==> src/sfcp_consts.vh <==
// Overview of operation
// - First eight bits after select form opcode
// - Bad opcode: ignore input, output stays off
// - Eight-bit register; bits 4-6 read zero, bit 0 follows WAKING_IN
// - Sample on rising, launch on falling edges
// - Mode 3: first rise after initial toggle
// - Clock level at select picks mode 0/3
// - Decode latch and register opcodes
// - Decode read, fast read, write opcodes
// - Nine opcodes including sleep and identity
// - Latch flag clear after power-up
// - Only set-latch command sets latch flag
// - Latch cleared at deselect after writes
// - Bit map: 7 pin enable, 3/2 guard, 1 latch
// - Guard pair selects protected address range
// - Guard bits kept nonvolatile; here every reset reloads GUARD_INIT, so written guard bits are lost
// - Pin enable makes low pin block register write
// - Protect pin never blocks array writes
// - Register read shifts out byte MSB first
// - Register write updates pin enable, guard only
// - One opcode per select cycle
// - Protected burst write stops, drops data
`ifndef SFCP_CONSTS_VH
`define SFCP_CONSTS_VH
`define SFCP_OP_SET_LATCH   8'h06
`define SFCP_OP_CLR_LATCH   8'h04
`define SFCP_OP_READ_CFG    8'h05
`define SFCP_OP_WRITE_CFG   8'h01
`define SFCP_OP_READ_MEM    8'h03
`define SFCP_OP_FAST_READ   8'h0B
`define SFCP_OP_WRITE_MEM   8'h02
`define SFCP_OP_SLEEP       8'hB9
`define SFCP_OP_READ_ID     8'h9F
`define SFCP_BIT_PIN_EN     7
`define SFCP_BIT_GUARD_HI   3
`define SFCP_BIT_GUARD_LO   2
`define SFCP_BIT_LATCH      1
`define SFCP_BIT_BUSY       0
`define SFCP_CFG_RESET      8'h00
`define SFCP_ADDR_QUARTER   14'h3000
`define SFCP_ADDR_HALF      14'h2000
`define SFCP_ADDR_W         14
`endif

==> src/sfcp_core.v <==
`timescale 1ns/10ps
`include "sfcp_consts.vh"
module sfcp_core #(
  parameter GUARD_INIT = 2'b00 // Power-on image of the nonvolatile guard bits
) (
  input  wire        CLK_SYS_IN,
  input  wire        RST_N_IN,
  input  wire        SPI_CS_N_IN,
  input  wire        SPI_SCK_IN,
  input  wire        SPI_SI_IN,
  input  wire        WP_N_IN,
  input  wire        WAKING_IN,
  output reg         SPI_SO_OUT,
  output reg         SPI_SO_OE_OUT,
  output reg         MODE3_OUT,
  output reg  [7:0]  OPCODE_OUT,
  output reg         OPCODE_VALID_OUT,
  output reg         SLEEP_REQ_OUT,
  output reg         MEM_WR_OUT,
  output reg  [13:0] MEM_ADDR_OUT,
  output reg  [7:0]  MEM_DATA_OUT,
  output wire [7:0]  STATUS_OUT
);
  // ----------------------------------------------------------------
  // Input synchronisers
  // ----------------------------------------------------------------
  reg  [1:0] cs_sync;
  reg  [1:0] sck_sync;
  reg  [1:0] si_sync;
  reg  [1:0] wp_sync;
  reg        cs_q;
  reg        sck_q;
  wire       cs_n  = cs_sync[1];
  wire       sck   = sck_sync[1];
  wire       si    = si_sync[1];
  wire       wp_n  = wp_sync[1];

  // ----------------------------------------------------------------
  // Edge detection on the synchronised pins
  // ----------------------------------------------------------------
  // Select edges open and close a cycle
  wire       cs_fall = cs_q & ~cs_n;
  wire       cs_rise = ~cs_q & cs_n;
  // Clock edges; an idle-high clock gives no rise before its first toggle
  wire       sck_rise = ~sck_q & sck;
  wire       sck_fall = sck_q & ~sck;

  // Two flops per select, clock, data and protect input, then edge history
  always @(posedge CLK_SYS_IN) begin
    if (!RST_N_IN) begin
      cs_sync  <= 2'b11;
      sck_sync <= 2'b00;
      si_sync  <= 2'b00;
      wp_sync  <= 2'b11;
      cs_q     <= 1'b1;
      sck_q    <= 1'b0;
    end else begin
      cs_sync  <= {cs_sync[0], SPI_CS_N_IN};
      sck_sync <= {sck_sync[0], SPI_SCK_IN};
      si_sync  <= {si_sync[0], SPI_SI_IN};
      wp_sync  <= {wp_sync[0], WP_N_IN};
      cs_q     <= cs_n;
      sck_q    <= sck;
    end
  end

  // ----------------------------------------------------------------
  // Transfer state
  // ----------------------------------------------------------------
  // One-hot transfer states
  localparam ST_IDLE = 6'b000001;
  localparam ST_OPC  = 6'b000010;
  localparam ST_ADDR = 6'b000100;
  localparam ST_DATA = 6'b001000;
  localparam ST_OUT  = 6'b010000;
  localparam ST_DEAD = 6'b100000;

  // Shift, address, flag and configuration registers
  reg [5:0]  state;
  reg [2:0]  bit_cnt;
  reg [7:0]  shift_in;
  reg [7:0]  shift_out;
  reg [7:0]  opcode;
  reg        addr_byte;
  reg [15:0] addr_acc;
  reg        stopped;
  reg        latch;
  reg        pin_en;
  reg [1:0]  guard;
  reg        wrote_flag;

  // Byte assembly from the serial input
  wire [7:0] byte_in = {shift_in[6:0], si};
  wire       byte_done = sck_rise & (bit_cnt == 3'd7);

  // ----------------------------------------------------------------
  // Register image
  // ----------------------------------------------------------------
  // Live register image; unused bits read zero
  assign STATUS_OUT = {pin_en, 3'b000, guard, latch, WAKING_IN};

  // ----------------------------------------------------------------
  // Decode and protection helpers
  // ----------------------------------------------------------------
  // Opcode recogniser
  function known_op;
    input [7:0] op;
    begin
      case (op)
        `SFCP_OP_SET_LATCH: known_op = 1'b1;
        `SFCP_OP_CLR_LATCH: known_op = 1'b1;
        `SFCP_OP_READ_CFG:  known_op = 1'b1;
        `SFCP_OP_WRITE_CFG: known_op = 1'b1;
        `SFCP_OP_READ_MEM:  known_op = 1'b1;
        `SFCP_OP_FAST_READ: known_op = 1'b1;
        `SFCP_OP_WRITE_MEM: known_op = 1'b1;
        `SFCP_OP_SLEEP:     known_op = 1'b1;
        `SFCP_OP_READ_ID:   known_op = 1'b1;
        default: known_op = 1'b0;
      endcase
    end
  endfunction

  // Block guard range check
  function guarded;
    input [1:0]  g;
    input [13:0] a;
    begin
      case (g)
        2'b00:   guarded = 1'b0;
        2'b01:   guarded = (a >= `SFCP_ADDR_QUARTER);
        2'b10:   guarded = (a >= `SFCP_ADDR_HALF);
        default: guarded = 1'b1;
      endcase
    end
  endfunction

  // Whether a register write is allowed now
  wire cfg_wr_ok = latch & ~(pin_en & ~wp_n);

  // Array byte may be stored: latch set and burst not yet stopped
  wire mem_wr_ok = latch & ~stopped;
  // Write address falls in the guarded range
  wire addr_guarded = guarded(guard, addr_acc[13:0]);
  // Serial out advances on falling clock edges only, in both modes
  wire launch_edge = sck_fall;
  // A sleep opcode in this cycle asks for low power at deselect
  wire sleep_at_end = (opcode == `SFCP_OP_SLEEP);

  // ----------------------------------------------------------------
  // Main sequencer
  // ----------------------------------------------------------------
  // Cycle control, decode, protection and serial out
  always @(posedge CLK_SYS_IN) begin
    if (!RST_N_IN) begin
      // Sequencer and shift state
      state            <= ST_IDLE;
      bit_cnt          <= 3'd0;
      shift_in         <= 8'h00;
      shift_out        <= 8'h00;
      opcode           <= 8'h00;
      addr_byte        <= 1'b0;
      addr_acc         <= 16'h0000;
      stopped          <= 1'b0;
      // Latch and configuration
      latch            <= 1'b0;
      pin_en           <= 1'b0;
      guard            <= GUARD_INIT;
      wrote_flag       <= 1'b0;
      // Outputs idle
      SPI_SO_OUT       <= 1'b0;
      SPI_SO_OE_OUT    <= 1'b0;
      MODE3_OUT        <= 1'b0;
      OPCODE_OUT       <= 8'h00;
      OPCODE_VALID_OUT <= 1'b0;
      SLEEP_REQ_OUT    <= 1'b0;
      MEM_WR_OUT       <= 1'b0;
      MEM_ADDR_OUT     <= 14'h0000;
      MEM_DATA_OUT     <= 8'h00;
    end else begin
      // Single-cycle pulses default low
      OPCODE_VALID_OUT <= 1'b0;
      SLEEP_REQ_OUT    <= 1'b0;
      MEM_WR_OUT       <= 1'b0;
      if (cs_rise) begin
        // Deselect ends the cycle and applies latch clearing
        state         <= ST_IDLE;
        SPI_SO_OE_OUT <= 1'b0;
        if (wrote_flag)
          latch <= 1'b0;
        if (sleep_at_end)
          SLEEP_REQ_OUT <= 1'b1;
        wrote_flag <= 1'b0;
      end else if (cs_fall) begin
        // Mode from clock level at select
        MODE3_OUT         <= sck;
        state             <= ST_OPC;
        // Fresh cycle: clear counter and opcode
        bit_cnt           <= 3'd0;
        opcode            <= 8'h00;
        stopped           <= 1'b0;
        addr_byte         <= 1'b0;
      end else if (!cs_n) begin
        // Shift on rising edges in every state but ST_DEAD
        if (sck_rise && state != ST_DEAD) begin
          shift_in <= byte_in;
          bit_cnt  <= bit_cnt + 3'd1;
        end
        case (state)
          ST_OPC: begin
            // Opcode byte; an unknown code dead-ends the cycle
            if (byte_done) begin
              opcode           <= byte_in;
              OPCODE_OUT       <= byte_in;
              OPCODE_VALID_OUT <= known_op(byte_in);
              if (!known_op(byte_in)) begin
                state <= ST_DEAD;
              end else begin
                case (byte_in)
                  // Latch set at once
                  `SFCP_OP_SET_LATCH: begin
                    latch <= 1'b1;
                    state <= ST_DEAD;
                  end
                  // Latch cleared at deselect
                  `SFCP_OP_CLR_LATCH: begin
                    wrote_flag <= 1'b1;
                    state      <= ST_DEAD;
                  end
                  // Register image loaded for output
                  `SFCP_OP_READ_CFG: begin
                    shift_out <= STATUS_OUT;
                    state     <= ST_OUT;
                  end
                  // One data byte follows
                  `SFCP_OP_WRITE_CFG: begin
                    wrote_flag <= 1'b1;
                    state      <= ST_DATA;
                  end
                  // Two address bytes follow
                  `SFCP_OP_WRITE_MEM: begin
                    wrote_flag <= 1'b1;
                    state      <= ST_ADDR;
                  end
                  // Reads, sleep and identity end here
                  default: state <= ST_DEAD;
                endcase
              end
            end
          end
          // Address, high byte first
          ST_ADDR: begin
            if (byte_done) begin
              addr_acc  <= {addr_acc[7:0], byte_in};
              addr_byte <= 1'b1;
              // Second byte completes the address
              if (addr_byte)
                state <= ST_DATA;
            end
          end
          // Register write or array burst
          ST_DATA: begin
            if (byte_done) begin
              if (opcode == `SFCP_OP_WRITE_CFG) begin
                // Only pin enable and guard take the byte
                if (cfg_wr_ok) begin
                  pin_en <= byte_in[`SFCP_BIT_PIN_EN];
                  guard  <= {byte_in[`SFCP_BIT_GUARD_HI], byte_in[`SFCP_BIT_GUARD_LO]};
                end
                state <= ST_DEAD;
              end else if (mem_wr_ok) begin
                // Array writes gated by latch and guard, never the pin
                // Guarded address stops the burst for good
                if (addr_guarded) begin
                  stopped <= 1'b1;
                end else begin
                  MEM_WR_OUT   <= 1'b1;
                  MEM_ADDR_OUT <= addr_acc[13:0];
                  MEM_DATA_OUT <= byte_in;
                  addr_acc     <= {2'b00, addr_acc[13:0] + 14'd1};
                end
              end
            end
          end
          ST_OUT: begin
            // Launch each bit on falling edge, MSB first
            if (launch_edge) begin
              SPI_SO_OE_OUT <= 1'b1;
              SPI_SO_OUT    <= shift_out[7];
              shift_out     <= {shift_out[6:0], shift_out[7]};
            end
          end
          // Rest of the cycle ignored, output off
          ST_DEAD: SPI_SO_OE_OUT <= 1'b0;
          // Stray code returns to idle
          default: state <= ST_IDLE;
        endcase
      end
    end
  end
endmodule // sfcp_core

==> config.mk <==
export PLATFORM = sky130hd
export DESIGN_NAME = sfcp_core
export DESIGN_NICKNAME = d
export VERILOG_FILES = /design/src/sfcp_core.v
export VERILOG_INCLUDE_DIRS = /design/src
export SDC_FILE = /design/constraint.sdc
export NUM_CORES = 1
export LEC_CHECK = 0
export BUFFER_PORTS_ARGS = -buffer_cell sky130_fd_sc_hd__buf_2
export CAP_MARGIN = 20
export CORE_ASPECT_RATIO = 0.75
export CORE_MARGIN = 2
export CORE_UTILIZATION = 50
export DETAILED_ROUTE_END_ITERATION = 10
export GPL_TIMING_DRIVEN = 0
export PLACE_DENSITY = 0.7
export RECOVER_POWER = 50
export SYNTH_ARGS = -nofsm -noshare
export SYNTH_HDL_FRONTEND = slang
export SYNTH_SLANG_ARGS = --single-unit
==> constraint.sdc <==
create_clock -name CLK_SYS_IN -period 6.1 [get_ports CLK_SYS_IN]
set_input_delay 1.22 -clock CLK_SYS_IN [delete_from_list [all_inputs] [get_ports CLK_SYS_IN]]
set_output_delay 1.22 -clock CLK_SYS_IN [all_outputs]
set_load 0.01 [all_outputs]
Word-level counts from Yosys, hierarchy flattened
Cells that the tools add are included.
W data, S select, Z words.
{ "classes": {"add_sub_neg": 2, "magnitude_cmp": 2, "n_eq_ne": 42, "mux": 59, "n_bitwise": 25, "n_reduce_logical": 41} }
{ "op_table": {"columns": ["cell", "n"], "rows": [
  ["$mux W14", 5],
  ["$mux W8", 8],
  ["$mux W6", 6],
  ["$reduce_and A7 Y1", 5],
  ["$mux W1", 29],
  ["$ge A14 B14 Y1 const B", 2],
  ["$pmux W14 S2", 1],
  ["$reduce_bool A2 Y1", 14],
  ["$eq A8 B3 Y1 const B", 3],
  ["$eq A8 B8 Y1 const B", 3],
  ["$ne A2 B2 Y1 const B", 12],
  ["$pmux W6 S4", 1],
  ["$pmux W6 S3", 1],
  ["$not A1 Y1", 17],
  ["$eq A8 B1 Y1 const B", 2],
  ["$eq A8 B2 Y1 const B", 2],
  ["$pmux W8 S2", 1],
  ["$reduce_and A4 Y1", 4],
  ["$reduce_and A8 Y1", 2],
  ["$ne A3 B3 Y1 const B", 5],
  ["$add A14 B1 Y14 const B", 1],
  ["$ne A2 B1 Y1 const B", 5],
  ["$reduce_and A5 Y1", 2],
  ["$mux W3", 3],
  ["other kinds (26)", 37]
]} }
{ "word_totals": {"regBits": 99, "inputBits": 7, "output_inout_bits": 44, "elab_cells": 199} }

Depth between registers and ports, before layout
{ "depth": {"ltp_word": 15, "depth_mapped": 9, "depth_no_buf": 7} }

Worst setup path before layout
No wires, ideal clock.
{ "synth_timing": {"kind": "in2out", "startpoint": "in WAKING_IN", "endpoint": "out STATUS_OUT[0]", "t_arrival_ps": 1339, "required_time_ps": 4880, "slack_ps": 3541, "cell_stages": 1, "path_cell_list": "buf_4"} }
{ "synth_lines": {"columns": ["element", "line_no", "text"], "rows": [
  ["from (decl)", "sfcp_core.v:12", "input wire WAKING_IN,"],
  ["to (decl)", "sfcp_core.v:22", "output wire [7:0] STATUS_OUT"]
]} }
No word-level cell between the ends.

Worst setup path after layout
{ "layout_timing": {"startpoint": "reg state[3]", "endpoint": "reg shift_out[7]"} }
{ "layout_via": {"elab_chain_len": 3} }
{ "layout_rtl": {"columns": ["element", "line_no", "text"], "rows": [
  ["from (decl)", "sfcp_core.v:79", "reg [5:0] state;"],
  ["from (signal assigned)", "sfcp_core.v:157", "state <= ST_IDLE;"],
  ["from (signal assigned)", "sfcp_core.v:187", "state <= ST_IDLE;"],
  ["from (signal assigned)", "sfcp_core.v:197", "state <= ST_OPC;"],
  ["$eq A6 B2 Y1 / $eq A6 B5 Y1 (equally long branches)", "sfcp_core.v:209", "case (state)"],
  ["$ne A2 B2 Y1 (no source line) / $reduce_bool A2 Y1 (equally long branches)", null, null],
  ["$reduce_and A8 Y1 (no source line)", null, null],
  ["to (signal assigned)", "sfcp_core.v:290", "shift_out <= {shift_out[6:0], shift_out[7]};"],
  ["to (decl)", "sfcp_core.v:82", "reg [7:0] shift_out;"]
]} }
Parallel ways exist; a longest one is shown, timed or not.
A chain may end at the register's enable or synchronous reset.

==> out/results.env <==
VDD_DROP_MAX_uV=173
CP_DATA_ARRIVAL_TIME_NS=4.06
MIN-DELAY-PATH-CLASS='reg2reg'
VIA_PER_INST=5.97
REPORT.POWER.TOTAL_mW=1.25
WORST_SETUP_PATH_END_KIND='flip-flop'
P_LEAK_nW=2.05
DP_CELLS=696
GRT_START_MAX_NET_PINS=19
ROWS=30
SYNTHCELLS=519
FINAL_CORE_UTIL_PCT=58.0
YS_SEQ_ELEMENTS=99
GROUTE.USAGE.OVERALL_PCT=26.4
CLOCK_TREE.BUFFER_DEPTH=2
POSTCTSSETUPBUFFERS=0
NUM-FILL-CELLS=887
FP.COREAREA_SQ_UM=9050
DRT_PRE_ANTENNA_ITERS=5
ANTENNA_CELLS=0
MAX_CLOCK_FREQ_GHz=0.263
SYNTHESIS.YOSYS.WARNINGS=0
CRITPATHSLOWESTCELL='sky130_fd_sc_hd__nor4_1'
CTS_TREE='built'
SYNTH.DISTINCT_CELLS=63
GRTUSAGEMET2_PCT=40.2
WORSTMARGINPINSLEW_NS=1.47
YS.FLOP_TYPE='sky130_fd_sc_hd__dfxtp_1'
RELSLEWSLACK_PCT=-0.639
POST_CTS.RESIZED_INSTANCES=0
SETUP_REPAIR_AFTER_GLOBAL_ROUTING_MISSED_ITS_MARGIN='no'
PORT_BUFFERS=47
TIMING.FINAL.MAX_SLEW_VIOLATIONS=1
SYNTH.CELL_AREA_SQ_UM=4670
GR-USAGE-MET3_PCT=5.33
FIN_CRIT_NS=3.80
FIRST_GLOBAL_VIAS=3781
DIE_AREA_SQ_UM=10100
AREA_GROWTH_PCT=12.5
TOP_USAGE_LAYER='met2'
HTREE_NUM_LEVELS=3
REQUIRED_NS=6.36
DETAIL_ROUTE.WIRELENGTH_UM=12900
FIN_TNS_SETUP_NS=0
CTS_BUFFERS=9
STATUS='finished with violations'
GRT_UTIL_MET1_PCT=37.8
CTS.REPORTEDPATHS.CLKPINSLEW_NS=0.07
FP.DIEH_UM=87.7
DIE-WIDTH_UM=116
ROUTE.DETAILED.WL_PER_INST_UM=18.1
GRT_OVERFLOW=0
TRITONCTS_NUM_SINKS=99
CRIT_BUF_INV=2
LARGEST_INCREMENTAL_DELAY_ON_THE_CRITICAL_PATH_NS=1.23
INITIAL_ANTENNA_VIOLATION_COUNT=0
GRT_PASS1_WL_UM=20200
CRIT_PATH_CELL_TRACE='clkbuf_1 > nor4_1 > nand4_2 > a221oi_1 > clkbuf_1 > nor2_1 > a311oi_2'
MAXCAPVIOLATIONS=1
POST_ROUTE_CELLS_DRIVE_ABOVE_1_SHARE_PCT=7.89
SYNTH-EDFF-COUNT=0
SYNTH-ASYNC-RESET-RATIO_PCT=0
POWER_DENSITY_nW_PER_UM2=239
DRT_FIRST_ITER_VIOLATIONS=487
CLOCKROOTBUFFER='sky130_fd_sc_hd__clkbuf_16'
FINAL.PERIOD_UTILIZATION_PCT=62.2
CP_COMMON_CELL='sky130_fd_sc_hd__clkbuf_1'
HPWLAFTERDP_UM=9230
ROUTE.VIAS.TOTAL=4243
WORST-PATH-MAX-FANOUT=10
FINCLKSKEW_NS=0.00667
START_UTIL_PCT=51.6
STDCELL_COUNT=711
CRITICAL_PATH.TOP_DELAY_FAMILY='simple AND/OR/NAND/NOR gates'
FAILED_CHECKS='capacitance limit, slew limit'
BOUNDARYPINS=51
TOTAL_COUNT_OF_HOLD_CHECK_FAILURES_IN_THE_FINAL_REPORT=0
TIMING.CRITICAL_PATH.FROM_TYPE='flip-flop'
SETUP_VIOLATION_TOTAL_IN_THE_FINAL_TIMING_REPORT=0
DETAIL_ROUTE.DRC_VIOLATIONS=0
AVGSYNTHCELLAREA_SQ_UM=8.99
NETS=594
SYNTH_SEQUENTIAL_AREA_RATIO_PCT=42.5
CRITPATHKIND='reg2reg'
FINALWEIGHTEDCONGESTION=0.930
POSTCTSHOLDBUFS=0
CLOCK_INSERTION_DELAY_WORST_SKEW_NS=0.35
ANTENNA_LEFT=0
## metal layers
layer	up-vias	share of wire, %	wire, um
met3	18	8.7	1120
met5	-	0	0
met4	0	1.4	180
met2	196	44	5690
li1	2003	-	-
met1	2026	46	5900
## kinds of logic after synthesis
group           count (synthesis)  synth area share, %
compound gates                 95                 15.7
xor+xnor                        1                0.188
fa+ha+maj                       8                 2.14
buf+inv                        53                 5.33
flops                          99                 42.5
mux                            45                 9.68
other cells                     1               0.0804
simple gates                  217                 24.4
## per-stage QoR
stage	setup WS [ns]	hold slack [ns]	instance area, sq um
after floorplan	3.54	0.386	4670
after global placement	3.17	0.394	5070
after detailed placement	3.13	0.400	5070
after CTS	3.11	0.417	5350
after global routing	2.04	0.445	5250
final	2.30	0.413	5250
## registers in the layout (all words and copies together) (netlist names), 2 cells and up
register / cells
sck_sync: 2
shift_out: 8
shift_in: 7
MEM_ADDR_OUT: 14
bit_cnt: 3
addr_acc: 14
guard: 2
wp_sync: 2
OPCODE_OUT: 8
si_sync: 2
cs_sync: 2
state: 6
MEM_DATA_OUT: 8
opcode: 8
## power by group
part | switching, mW | total (mW) | internal (mW)
clock network | 0.262 | 0.547 | 0.284
registers | 0.00432 | 0.655 | 0.650
logic | 0.0377 | 0.0527 | 0.0150
## path summary, 6_finish.rpt
check | from | to | slack [ns] | cells after the start
worst min register to register | cs_sync[0]$_SDFF_PN1_ | cs_sync[1]$_SDFF_PN1_ | 0.41 | 1
worst max register to register | state[3]$_SDFFE_PP0P_ | shift_out[7]$_SDFFE_PN0P_ | 2.30 | 7
worst max-delay path | state[3]$_SDFFE_PP0P_ | shift_out[7]$_SDFFE_PN0P_ | 2.30 | 7
worst min-delay path | cs_sync[0]$_SDFF_PN1_ | cs_sync[1]$_SDFF_PN1_ | 0.41 | 1
## worst reg2reg max path, cell delays in order, from the launching register on
cell,delay (ns)
sky130_fd_sc_hd__dfxtp_1,0.30
sky130_fd_sc_hd__clkbuf_1,0.20
sky130_fd_sc_hd__nor4_1,1.23
sky130_fd_sc_hd__nand4_2,0.26
sky130_fd_sc_hd__a221oi_1,0.94
sky130_fd_sc_hd__clkbuf_1,0.44
sky130_fd_sc_hd__nor2_1,0.10
sky130_fd_sc_hd__a311oi_2,0.25
## Yosys cell counts, drive strengths merged (4+ instances only)
master  number  area (sq um)
a22oi       11          82.6
and2         9          56.3
ha           8           100
nor2        78           293
mux2i       44           440
and3         5          31.3
a311oi       5          56.3
nand2b      14          87.6
a211oi       4          30.0
o311ai      11          96.3
nand4b       4          35.0
dfxtp       99          1980
nor3        17          85.1
nand2       29           109
clkbuf      26          97.6
nor4b        4          35.0
inv          9          33.8
o21ai       11          55.1
o31ai        9          67.6
a31oi        6          52.6
nand3       21           105
a21oi       18          90.1
nor4         9          86.3
buf         18           118
nor2b        5          31.3
## cell type report
| class | count | area (sq um) | share of cell area (%) |
|---|---|---|---|
| clock buffers | 9 | 225 | 4.29 |
| clock inverters | 6 | 57.6 | 1.10 |
| inverters | 9 | 33.8 | 0.644 |
| multi-input cells | 369 | 2400 | 45.7 |
| repair buffers | 47 | 186 | 3.55 |
| flip-flops and latches | 99 | 1980 | 37.8 |
| plain buffers | 44 | 206 | 3.93 |
| well taps | 128 | 160 | 3.05 |
## layout by cell type (no fill, tap or decap), drive strengths merged, types with 4 or more instances in the layout
cell type	synthesis	final
nor4b	4	4
nand3	21	21
inv	9	13
and2	9	9
nor4	9	9
nand2b	14	14
o311ai	11	11
o31ai	9	9
a22oi	11	11
a21oi	18	18
dfxtp	99	99
and3	5	5
nand2	29	29
a311oi	5	5
ha	8	8
nor2	78	78
o21ai	11	11
nor2b	5	5
a31oi	6	6
nor3	17	17
mux2i	44	44
buf	18	21
clkbuf	26	79
nand4b	4	4
a211oi	4	4
(Power assumes the default switching activity.)
